===== src/rtl/adc_ctl_pkg.sv =====
// Purpose: shared constants of the converter control and readout block
// Assumes: 8-bit register bus, register offsets are the low address nibble
// Notes:   all counts are in system clock cycles (states)
package adc_ctl_pkg;

  // ************************************************************
  // register offsets (low nibble of the byte address)
  // ************************************************************
  localparam logic [3:0] OFF_RESULT_A_HI = 4'h0;
  localparam logic [3:0] OFF_RESULT_A_LO = 4'h1;
  localparam logic [3:0] OFF_RESULT_B_HI = 4'h2;
  localparam logic [3:0] OFF_RESULT_B_LO = 4'h3;
  localparam logic [3:0] OFF_RESULT_C_HI = 4'h4;
  localparam logic [3:0] OFF_RESULT_C_LO = 4'h5;
  localparam logic [3:0] OFF_RESULT_D_HI = 4'h6;
  localparam logic [3:0] OFF_RESULT_D_LO = 4'h7;
  localparam logic [3:0] OFF_CTRL_STATUS = 4'h8;
  localparam logic [3:0] OFF_TRIG_CTRL   = 4'h9;

  // ************************************************************
  // field positions and reset values
  // ************************************************************
  localparam int END_FLAG_BIT   = 7;
  localparam int IRQ_ENABLE_BIT = 6;
  localparam int START_BIT      = 5;
  localparam int SCAN_MODE_BIT  = 4;
  localparam int TIME_SEL_BIT   = 3;
  localparam int GROUP_SEL_BIT  = 2;
  localparam int TRIG_EN_BIT    = 7;

  localparam logic [7:0] CTRL_STATUS_RESET = 8'h00;
  localparam logic [7:0] TRIG_CTRL_RESET   = 8'h7F;
  localparam logic [7:0] TRIG_FIXED_ONES   = 8'h7F;
  localparam logic [7:0] UNMAPPED_READ     = 8'h00;
  localparam int         RESULT_W          = 10;
  localparam logic [9:0] RESULT_RESET      = 10'h000;

  // ************************************************************
  // conversion lengths in states
  // ************************************************************
  localparam logic [8:0] CONV_SLOW_FIRST = 9'h10A;  // 266
  localparam logic [8:0] CONV_FAST_FIRST = 9'h086;  // 134
  localparam logic [8:0] CONV_SLOW_NEXT  = 9'h100;  // 256
  localparam logic [8:0] CONV_FAST_NEXT  = 9'h080;  // 128

endpackage


===== src/rtl/conv_if.sv =====
// Purpose: carrier between sequencer, conversion timer and result store
// Assumes: one clock domain
// Notes:   ctl drives, timer and store answer
`timescale 1ns/1ns
`default_nettype none
interface conv_if;
  logic       load;       // start timing one conversion
  logic       stop;       // abandon the running conversion
  logic [8:0] length;     // conversion length in states
  logic       done;       // one-cycle pulse at conversion end
  logic       clear;      // standby wipe of the results
  logic       wrEn;
  logic [1:0] wrIdx;
  logic [9:0] wrData;
  logic       rdEn;
  logic [1:0] rdIdx;
  logic [9:0] rdData;

  modport ctl   (output load, stop, length, clear, wrEn, wrIdx, wrData, rdEn, rdIdx, input done, rdData);
  modport timer (input load, stop, length, clear, output done);
  modport store (input clear, wrEn, wrIdx, wrData, rdEn, rdIdx, output rdData);
endinterface
`default_nettype wire


===== src/rtl/conv_timer.sv =====
// Purpose: counts the states of one conversion and pulses done at its end
// Assumes: length is at least two when load is high
// Notes:   stop or clear abandons the count without a done pulse
`timescale 1ns/1ns
`default_nettype none
module conv_timer (
  input  wire logic clk,
  input  wire logic sys_rst,
  input  wire logic ce,
  conv_if.timer     cv
);
  logic [8:0] remain;
  logic       running;

  // ************************************************************
  // down counter
  // ************************************************************
  // done is registered so the sequencer sees a clean pulse
  always_ff @(posedge clk or posedge sys_rst) begin
    if (sys_rst) begin
      remain  <= 9'h000;
      running <= 1'b0;
      cv.done <= 1'b0;
    end else if (ce) begin
      cv.done <= 1'b0;
      if (cv.stop || cv.clear) begin
        running <= 1'b0;
      end else if (cv.load) begin
        remain  <= cv.length;
        running <= 1'b1;
      end else if (running) begin
        if (remain == 9'h002) begin
          cv.done <= 1'b1;   // pulse lands on the last state
          running <= 1'b0;
        end else begin
          remain <= 9'(remain - 9'h001);
        end
      end
    end
  end
endmodule
`default_nettype wire


===== src/rtl/result_store.sv =====
// Purpose: four conversion results with a registered read port
// Assumes: one write and one read port, same clock
// Notes:   read data appear one cycle after rdEn
`timescale 1ns/1ns
`default_nettype none
module result_store #(
  parameter int DEPTH = 4
) (
  input  wire logic clk,
  input  wire logic sys_rst,
  input  wire logic ce,
  conv_if.store     cv
);
  logic [adc_ctl_pkg::RESULT_W-1:0] mem [DEPTH];

  // ************************************************************
  // storage and read register
  // ************************************************************
  // standby wipes every word, as a reset does
  always_ff @(posedge clk or posedge sys_rst) begin
    if (sys_rst) begin
      for (int i = 0; i < DEPTH; i++) begin
        mem[i] <= adc_ctl_pkg::RESULT_RESET;
      end
      cv.rdData <= adc_ctl_pkg::RESULT_RESET;
    end else if (ce) begin
      if (cv.clear) begin
        for (int i = 0; i < DEPTH; i++) begin
          mem[i] <= adc_ctl_pkg::RESULT_RESET;
        end
      end else if (cv.wrEn) begin
        mem[cv.wrIdx] <= cv.wrData;
      end
      if (cv.clear) begin
        cv.rdData <= adc_ctl_pkg::RESULT_RESET;
      end else if (cv.rdEn) begin
        cv.rdData <= mem[cv.rdIdx];
      end
    end
  end
endmodule
`default_nettype wire


===== src/rtl/adc_control_and_readout.sv =====
// Purpose: control, status and byte-wide result readout of an 8-channel converter
// Assumes: analog core outside; it converts sampleChannel and presents convResult
//          at least by the done pulse; standby is a same-clock level
// Notes:   register reads answer two cycles after the strobe, with regAck
`timescale 1ns/1ns
`default_nettype none

// Notes on behaviour
// - channel n of group stores to result n
// - control/status register 8 bits, cleared
// - end flag on single end or scan pass
// - flag clears by zero after read-as-one
// - bit 6 gates end interrupt request
// - start bit starts, holds, single clears
// - scan cycles until cleared, reset, standby
// - bit 4 picks single or scan
// - bit 3 picks 266 or 134 states
// - single: group bit plus channel bits
// - scan: first channel up to selected
// - trigger register 8 bits, resets 0x7F
// - trigger enable allows falling-edge start
// - trigger low bits read one, ignore writes
// - upper read latches lower byte
// - lower read returns latched byte
// - result left-justified, low six bits zero
// - results cleared on reset and standby
// - later scan conversions 256 or 128 states
module adc_control_and_readout (
  input  wire logic       clk,
  input  wire logic       sys_rst,
  input  wire logic       ce,
  input  wire logic       standby,
  input  wire logic       regSel,
  input  wire logic [3:0] regAddr,
  input  wire logic       regRead,
  input  wire logic       regWrite,
  input  wire logic [7:0] regWdata,
  output var  logic [7:0] regRdata,
  output var  logic       regAck,
  input  wire logic       extTriggerIn,
  input  wire logic [9:0] convResult,
  output var  logic [2:0] sampleChannel,
  output var  logic       convBusy,
  output var  logic       convEndIrq
);

  // ************************************************************
  // declarations
  // ************************************************************
  typedef enum logic [0:0] {ST_IDLE, ST_CONVERT} seq_state_t;

  conv_if cv ();

  seq_state_t seqState;
  seq_state_t next_seqState;

  // control/status fields
  logic       convEndFlag;
  logic       endIrqEnable;
  logic       convStartBit;
  logic       scanMode;
  logic       convTimeSelect;
  logic       groupSelect;
  logic [1:0] channelSel;
  logic       flagReadArmed;

  // trigger control field
  logic       extTriggerEnable;

  // trigger pin synchroniser and edge detect
  logic       trigMeta;
  logic       trigSync;
  logic       trigPrev;
  logic       trigFall;

  // sequencing
  logic [1:0] activeChan;
  logic [1:0] next_activeChan;
  logic       storeNow;
  logic       passEnd;

  // bus decode
  logic       busRead;
  logic       ctrlWrite;
  logic       trigWrite;
  logic       startSet;
  logic       startClear;

  // read pipeline and holding latch
  logic       rdPend;
  logic [3:0] rdAddr;
  logic [7:0] holdLatch;
  logic [7:0] ctrlView;
  logic [7:0] trigView;
  logic [7:0] next_rdata;

  // ************************************************************
  // sub-blocks
  // ************************************************************
  conv_timer timerInst (
    .clk     (clk),
    .sys_rst (sys_rst),
    .ce      (ce),
    .cv      (cv.timer)
  );

  result_store #(
    .DEPTH (4)
  ) storeInst (
    .clk     (clk),
    .sys_rst (sys_rst),
    .ce      (ce),
    .cv      (cv.store)
  );

  // ************************************************************
  // bus decode
  // ************************************************************
  // writes to result offsets and unmapped offsets are dropped
  assign busRead   = regSel && regRead;
  assign ctrlWrite = regSel && regWrite && (regAddr == adc_ctl_pkg::OFF_CTRL_STATUS);
  assign trigWrite = regSel && regWrite && (regAddr == adc_ctl_pkg::OFF_TRIG_CTRL);

  assign trigFall   = extTriggerEnable && trigPrev && !trigSync;
  assign startSet   = (ctrlWrite && regWdata[adc_ctl_pkg::START_BIT]) || trigFall;
  assign startClear = ctrlWrite && !regWdata[adc_ctl_pkg::START_BIT];

  // ************************************************************
  // external trigger pin
  // ************************************************************
  // two flops against metastability, a third for the edge; idle level high
  always_ff @(posedge clk or posedge sys_rst) begin
    if (sys_rst) begin
      trigMeta <= 1'b1;
      trigSync <= 1'b1;
      trigPrev <= 1'b1;
    end else if (ce) begin
      trigMeta <= extTriggerIn;
      trigSync <= trigMeta;
      trigPrev <= trigSync;
    end
  end

  // ************************************************************
  // conversion sequencing
  // ************************************************************
  // a done pulse counts only while the start bit still stands
  assign storeNow = (seqState == ST_CONVERT) && convStartBit && cv.done;
  assign passEnd  = storeNow && (!scanMode || (activeChan == channelSel));

  // next state and channel of the sequencer
  always_comb begin
    next_seqState   = seqState;
    next_activeChan = activeChan;
    cv.load         = 1'b0;
    cv.stop         = 1'b0;
    case (seqState)
      ST_IDLE: begin
        if (convStartBit) begin
          next_activeChan = scanMode ? 2'b00 : channelSel;
          cv.load         = 1'b1;
          next_seqState   = ST_CONVERT;
        end
      end
      ST_CONVERT: begin
        if (!convStartBit) begin
          cv.stop       = 1'b1;
          next_seqState = ST_IDLE;
        end else if (cv.done) begin
          if (!scanMode) begin
            next_seqState = ST_IDLE;
          end else begin
            next_activeChan = passEnd ? 2'b00 : 2'(activeChan + 2'b01);
            cv.load         = 1'b1;
          end
        end
      end
      default: begin
        next_seqState = ST_IDLE;
      end
    endcase
  end

  always_comb begin
    // only a load from idle is a first conversion; a scan reload never is
    if (seqState == ST_IDLE) begin
      cv.length = convTimeSelect ? adc_ctl_pkg::CONV_FAST_FIRST : adc_ctl_pkg::CONV_SLOW_FIRST;
    end else begin
      cv.length = convTimeSelect ? adc_ctl_pkg::CONV_FAST_NEXT : adc_ctl_pkg::CONV_SLOW_NEXT;
    end
  end

  // sequencer registers; standby stops everything
  always_ff @(posedge clk or posedge sys_rst) begin
    if (sys_rst) begin
      seqState   <= ST_IDLE;
      activeChan <= 2'b00;
    end else if (ce) begin
      if (standby) begin
        seqState   <= ST_IDLE;
        activeChan <= 2'b00;
      end else begin
        seqState   <= next_seqState;
        activeChan <= next_activeChan;
      end
    end
  end

  assign cv.wrEn   = storeNow && !standby;
  assign cv.wrIdx  = activeChan;
  assign cv.wrData = convResult;
  assign cv.clear  = standby;

  // ************************************************************
  // control/status register
  // ************************************************************
  // cleared on reset and standby
  always_ff @(posedge clk or posedge sys_rst) begin
    if (sys_rst) begin
      endIrqEnable   <= adc_ctl_pkg::CTRL_STATUS_RESET[adc_ctl_pkg::IRQ_ENABLE_BIT];
      scanMode       <= adc_ctl_pkg::CTRL_STATUS_RESET[adc_ctl_pkg::SCAN_MODE_BIT];
      convTimeSelect <= adc_ctl_pkg::CTRL_STATUS_RESET[adc_ctl_pkg::TIME_SEL_BIT];
      groupSelect    <= adc_ctl_pkg::CTRL_STATUS_RESET[adc_ctl_pkg::GROUP_SEL_BIT];
      channelSel     <= adc_ctl_pkg::CTRL_STATUS_RESET[1:0];
    end else if (ce) begin
      if (standby) begin
        endIrqEnable   <= adc_ctl_pkg::CTRL_STATUS_RESET[adc_ctl_pkg::IRQ_ENABLE_BIT];
        scanMode       <= adc_ctl_pkg::CTRL_STATUS_RESET[adc_ctl_pkg::SCAN_MODE_BIT];
        convTimeSelect <= adc_ctl_pkg::CTRL_STATUS_RESET[adc_ctl_pkg::TIME_SEL_BIT];
        groupSelect    <= adc_ctl_pkg::CTRL_STATUS_RESET[adc_ctl_pkg::GROUP_SEL_BIT];
        channelSel     <= adc_ctl_pkg::CTRL_STATUS_RESET[1:0];
      end else if (ctrlWrite) begin
        endIrqEnable   <= regWdata[adc_ctl_pkg::IRQ_ENABLE_BIT];
        scanMode       <= regWdata[adc_ctl_pkg::SCAN_MODE_BIT];
        convTimeSelect <= regWdata[adc_ctl_pkg::TIME_SEL_BIT];
        groupSelect    <= regWdata[adc_ctl_pkg::GROUP_SEL_BIT];
        channelSel     <= regWdata[1:0];
      end
    end
  end

  // cleared only by software, reset, standby in scan
  // a set request beats the automatic single-mode clear in the same cycle
  always_ff @(posedge clk or posedge sys_rst) begin
    if (sys_rst) begin
      convStartBit <= adc_ctl_pkg::CTRL_STATUS_RESET[adc_ctl_pkg::START_BIT];
    end else if (ce) begin
      if (standby) begin
        convStartBit <= adc_ctl_pkg::CTRL_STATUS_RESET[adc_ctl_pkg::START_BIT];
      end else if (startClear && !trigFall) begin
        convStartBit <= 1'b0;
      end else if (startSet) begin
        convStartBit <= 1'b1;
      end else if (passEnd && !scanMode) begin
        convStartBit <= 1'b0;
      end
    end
  end

  // cleared by zero after read-as-one; a set in the same cycle wins
  always_ff @(posedge clk or posedge sys_rst) begin
    if (sys_rst) begin
      convEndFlag   <= adc_ctl_pkg::CTRL_STATUS_RESET[adc_ctl_pkg::END_FLAG_BIT];
      flagReadArmed <= 1'b0;
    end else if (ce) begin
      if (standby) begin
        convEndFlag   <= adc_ctl_pkg::CTRL_STATUS_RESET[adc_ctl_pkg::END_FLAG_BIT];
        flagReadArmed <= 1'b0;
      end else if (passEnd) begin
        convEndFlag <= 1'b1;
      end else if (ctrlWrite && flagReadArmed && !regWdata[adc_ctl_pkg::END_FLAG_BIT]) begin
        convEndFlag   <= 1'b0;
        flagReadArmed <= 1'b0;
      end else if (busRead && (regAddr == adc_ctl_pkg::OFF_CTRL_STATUS) && convEndFlag) begin
        flagReadArmed <= 1'b1;
      end
    end
  end

  // ************************************************************
  // trigger control register
  // ************************************************************
  // reset value 0x7F
  always_ff @(posedge clk or posedge sys_rst) begin
    if (sys_rst) begin
      extTriggerEnable <= adc_ctl_pkg::TRIG_CTRL_RESET[adc_ctl_pkg::TRIG_EN_BIT];
    end else if (ce) begin
      if (standby) begin
        extTriggerEnable <= adc_ctl_pkg::TRIG_CTRL_RESET[adc_ctl_pkg::TRIG_EN_BIT];
      end else if (trigWrite) begin
        extTriggerEnable <= regWdata[adc_ctl_pkg::TRIG_EN_BIT];
      end
    end
  end

  // ************************************************************
  // register read path
  // ************************************************************
  // the result store answers one cycle late, so every read takes two cycles
  assign cv.rdEn  = busRead && !regAddr[3];
  assign cv.rdIdx = regAddr[2:1];

  always_ff @(posedge clk or posedge sys_rst) begin
    if (sys_rst) begin
      rdPend <= 1'b0;
      rdAddr <= 4'h0;
    end else if (ce) begin
      rdPend <= busRead;
      if (busRead) begin
        rdAddr <= regAddr;
      end
    end
  end

  // register views as the bus sees them
  always_comb begin
    ctrlView = {convEndFlag, endIrqEnable, convStartBit, scanMode,
                convTimeSelect, groupSelect, channelSel};
    trigView = {extTriggerEnable, adc_ctl_pkg::TRIG_FIXED_ONES[6:0]};
  end

  // read data multiplexer
  always_comb begin
    case (rdAddr)
      adc_ctl_pkg::OFF_RESULT_A_HI,
      adc_ctl_pkg::OFF_RESULT_B_HI,
      adc_ctl_pkg::OFF_RESULT_C_HI,
      adc_ctl_pkg::OFF_RESULT_D_HI: begin
        next_rdata = cv.rdData[9:2];
      end
      adc_ctl_pkg::OFF_RESULT_A_LO,
      adc_ctl_pkg::OFF_RESULT_B_LO,
      adc_ctl_pkg::OFF_RESULT_C_LO,
      adc_ctl_pkg::OFF_RESULT_D_LO: begin
        // correct only after an upper read
        next_rdata = holdLatch;
      end
      adc_ctl_pkg::OFF_CTRL_STATUS: begin
        next_rdata = ctrlView;
      end
      adc_ctl_pkg::OFF_TRIG_CTRL: begin
        next_rdata = trigView;
      end
      default: begin
        next_rdata = adc_ctl_pkg::UNMAPPED_READ;
      end
    endcase
  end

  // low two bits left-justified, rest zero
  always_ff @(posedge clk or posedge sys_rst) begin
    if (sys_rst) begin
      holdLatch <= 8'h00;
    end else if (ce) begin
      if (rdPend && !rdAddr[3] && !rdAddr[0]) begin
        holdLatch <= {cv.rdData[1:0], 6'h00};
      end
    end
  end

  // answer registers
  always_ff @(posedge clk or posedge sys_rst) begin
    if (sys_rst) begin
      regRdata <= 8'h00;
      regAck   <= 1'b0;
    end else if (ce) begin
      regAck <= rdPend;
      if (rdPend) begin
        regRdata <= next_rdata;
      end
    end
  end

  // ************************************************************
  // outputs to the analog core and interrupt controller
  // ************************************************************
  // results wiped by standby through the store clear
  // request follows flag and enable, one cycle behind
  always_ff @(posedge clk or posedge sys_rst) begin
    if (sys_rst) begin
      sampleChannel <= 3'h0;
      convBusy      <= 1'b0;
      convEndIrq    <= 1'b0;
    end else if (ce) begin
      sampleChannel <= {groupSelect, next_activeChan};
      convBusy      <= (next_seqState == ST_CONVERT) && !standby;
      convEndIrq    <= convEndFlag && endIrqEnable;
    end
  end

endmodule
`default_nettype wire


===== config.mk =====
export PLATFORM = sky130hd
export DESIGN_NAME = adc_control_and_readout
export DESIGN_NICKNAME = d
export VERILOG_FILES = /design/src/rtl/adc_ctl_pkg.sv /design/src/rtl/conv_if.sv /design/src/rtl/conv_timer.sv /design/src/rtl/result_store.sv /design/src/rtl/adc_control_and_readout.sv
export SDC_FILE = /design/constraint.sdc
export NUM_CORES = 1
export LEC_CHECK = 0
export ABC_AREA = 1
export BUFFER_PORTS_ARGS = -buffer_cell sky130_fd_sc_hd__buf_4
export CORE_UTILIZATION = 55
export DETAILED_ROUTE_END_ITERATION = 10
export PLACE_DENSITY = 0.72
export SYNTH_ARGS = -nofsm -noshare
export SYNTH_HDL_FRONTEND = slang
export SYNTH_SLANG_ARGS = --single-unit

===== constraint.sdc =====
create_clock -name clk -period 4.4 [get_ports clk]
set_input_delay 0.88 -clock clk [delete_from_list [all_inputs] [get_ports clk]]
set_output_delay 0.88 -clock clk [all_outputs]
set_load 0.03 [all_outputs]

==> flow_summary.json <==
{
  "pre_cts_ws_ns": 1.95,
  "clk_pin_slew_ns": 0.10,
  "seq_power_share": 0.464,
  "cts_sinks": 97,
  "grt_pass1_vias": 3829,
  "grt_usage": 0.275,
  "cp-end-kind": "register",
  "worst_slew_pin_slew_ns": 0.602,
  "clock_insertion_delay_worst_skew_ns": 0.35,
  "grt_pass1_wl_mm": 18.8,
  "max_freq_mhz": 471,
  "synth-seq-cells": 97,
  "fill_cells": 727,
  "cts_tree": "yes",
  "p_int_mw": 1.52,
  "syn_inst": 572,
  "cts_buffer_depth": 2,
  "synth_xor_area_frac": 0.00368,
  "setup_slack_ns": 2.28,
  "cts_buffers": 9,
  "vias": 3991,
  "synth.avg_cell_area_sq_um": 8.33,
  "cts_resized": 0,
  "io_pins": 44,
  "ys_types": 36,
  "die_area_sq_mm": 0.00903,
  "async_reset_ff_frac": 1.00,
  "final-seq-area_sq_mm": 0.00243,
  "vdd_drop_max_uv": 207,
  "die_x_um": 95.1,
  "multiInputGateArea_sq_mm": 0.00187,
  "grt_overflow_total": 0,
  "synth_top_family_by_area": "compound AO/OA/AOI/OAI gates",
  "place_congestion": 0.833,
  "tns_ns": 0,
  "p_sw_mw": 0.759,
  "cts-root-buf": "clkbuf_8",
  "synth.mux.area_fraction": 0,
  "p_sw_frac": 0.333,
  "fp.dieH_um": 95.1,
  "vias_per_cell": 5.55,
  "wire_per_inst_um": 15.6,
  "antenna_found_initial": 0,
  "diodes": 0,
  "synth_edf_count": 0,
  "synth-simple-area-share": 0.182,
  "crit_path_start_kind": "input port",
  "finish.utilization": 0.648,
  "rows": 33,
  "yosys_warnings": 0,
  "dpl_cell_area_sq_mm": 0.00514,
  "synthAdderAreaFrac": 0.0158,
  "cp_max_fo": 12,
  "drtIter0Drc": 280,
  "core_sq_mm": 0.00830,
  "h-tree-depth": 3,
  "drive_gt1_frac": 0.151,
  "ys.flop_type": "dfrtp_1",
  "ys_seq_area_frac": 0.511,
  "first_pass_iters": 5,
  "maxSlewViolCount": 0,
  "start_util": 0.574,
  "cts_setup_buffers": 0,
  "clockPowerShare": 0.296,
  "final-hold-violation-count": 0,
  "crit_required_ns": 4.67,
  "finalSetupViolCount": 0,
  "ant_nets": 0,
  "p_total_mw": 2.28,
  "final_area_sq_mm": 0.00538,
  "synth_compound_area_frac": 0.191,
  "power_frac_comb": 0.240,
  "grt_max_degree": 48,
  "max-slew-margin-rel": 0.598,
  "fin_crit_sh": 0.482,
  "io_buffers": 43,
  "ctsHoldBuffers": 0,
  "remaining_drc_errors": 0,
  "hold_class": "reg -> reg",
  "power_density_mw_per_mm2": 424,
  "drt-total-wl_mm": 11.2,
  "synth_nets": 608,
  "maxCapViolCount": 0,
  "syn_area_sq_mm": 0.00476,
  "critPathKind": "in -> reg",
  "skew_ns": 0.00954,
  "fin_crit_ns": 2.12,
  "final_nets": 645,
  "dp_hpwl_mm": 8.03,
  "rsz0062_at_grt": "false",
  "area_growth_pct": 13.0,
  "outcome": "complete, no violations",
  "leakagePower_nw": 2.56,
  "worstPathArrival_ns": 2.39
}
==> power groups by stage <==
stage | combinational, mW | clock (mW) | sequential [mW]
final | 0.548 | 0.674 | 1.06
after global routing | 0.625 | 0.723 | 1.07
after CTS | 0.553 | 0.685 | 1.06
after detailed placement | 0.548 | 0 | 1.08
after global placement | 0.535 | 0 | 1.07
after floorplan | 0.361 | 0 | 1.10
==> layout by cell type (no fill, tap or decap), types with 2 or more instances in the layout <==
| cell | instances |
|---|---|
| nand4_1 | 3 |
| nor2_2 | 4 |
| nor2_4 | 2 |
| nand2_2 | 6 |
| a21oi_2 | 4 |
| dfrtp_1 | 94 |
| xor2_1 | 2 |
| buf_4 | 45 |
| o22ai_1 | 50 |
| a21oi_4 | 2 |
| o21ai_1 | 2 |
| bufinv_16 | 2 |
| nand2_4 | 2 |
| dfstp_2 | 3 |
| o21ai_0 | 64 |
| a21oi_1 | 27 |
| inv_4 | 2 |
| nand2_1 | 113 |
| nand3_1 | 35 |
| o211ai_1 | 3 |
| inv_1 | 93 |
| clkbuf_8 | 11 |
| ha_1 | 6 |
| nor3_1 | 3 |
| inv_6 | 2 |
| nor2_1 | 21 |
==> logic make-up after synthesis <==
group,count (synthesis)
adder cells (fa/ha/maj),6
AND/OR/NAND/NOR,194
AO/OA/AOI/OAI,156
flip-flops,97
buffers and inverters,117
XOR/XNOR,2
==> sequential cells by signal, indices dropped and copies added, names as in the netlist, 2 cells and up <==
| register | cells |
|---|---|
| storeInst.mem | 40 |
| storeInst.cv.rdData | 10 |
| timerInst.remain | 9 |
| regRdata | 8 |
| rdAddr | 4 |
| sampleChannel | 3 |
| activeChan | 2 |
| channelSel | 2 |
| holdLatch | 2 |
==> synth_stat cells (2+ instances only) <==
master	n	area, sq um
xor2_1	2	17.5
dfrtp_1	94	2350
nor2_2	4	25.0
nand2_2	6	37.5
nand4_1	3	18.8
nand2_4	2	22.5
inv_1	94	353
o21ai_1	2	10.0
o21ai_0	64	320
dfstp_2	3	78.8
buf_4	4	30.0
buf_2	2	10.0
nor3_1	3	15.0
o211ai_1	3	22.5
inv_4	2	12.5
nor2_4	2	22.5
nor2_1	21	78.8
ha_1	6	75.1
a21oi_1	27	135
a21oi_4	2	32.5
a21oi_2	4	35.0
nand3_1	35	175
o22ai_1	50	313
nand2_1	113	424
clkbuf_1	13	48.8
==> layer usage <==
layer	part of all wire	vias up	routed length, um	GRT usage
li1	-	1969	-	-
met1	0.47	1903	5230	0.386
met2	0.47	103	5280	0.439
met3	0.047	16	533	0.0351
met4	0.017	0	187	0.0960
met5	0	-	0	0
==> metrics by stage <==
step                      hold WS (ns)  std cells
after global routing             0.489        719
after global placement           0.453        703
final                            0.466        719
after CTS                        0.469        719
after detailed placement         0.454        703
after floorplan                  0.444        572
==> path summary, 6_finish.rpt <==
check | startpoint | to | slack [ns] | depth (start not counted)
worst max-delay path | regAddr[2] | groupSelect$_DFFE_PP0P_ | 2.28 | 8
worst min register to register | trigMeta$_DFFE_PP1P_ | trigMeta$_DFFE_PP1P_ | 0.47 | 2
max in group asynchronous | sys_rst | seqState$_DFFE_PP0P_ | 3.00 | 3
worst min-delay path | trigMeta$_DFFE_PP1P_ | trigMeta$_DFFE_PP1P_ | 0.47 | 2
min in group asynchronous | sys_rst | storeInst.mem[10]$_DFFE_PP0P_ | 0.48 | 2
worst max register to register | convStartBit$_DFFE_PP0P_ | storeInst.mem[15]$_DFFE_PP0P_ | 2.50 | 5
==> cell type report <==
type / instances / area share
timing repair buffer: 45 / 0.0628
clock inverter: 5 / 0.0158
tap: 105 / 0.0244
multi-input combinational: 358 / 0.347
sequential: 97 / 0.452
clock buffer: 11 / 0.0281
inverter: 98 / 0.0695
==> critical path: stages <==
cell	delay (ns)
buf_4	0.15
inv_1	0.30
nand2_1	0.14
nor2_2	0.19
nand2_1	0.10
a21oi_2	0.39
nand3_1	0.11
o21ai_0	0.11
No activity file was read; power rests on OpenSTA's default activity.
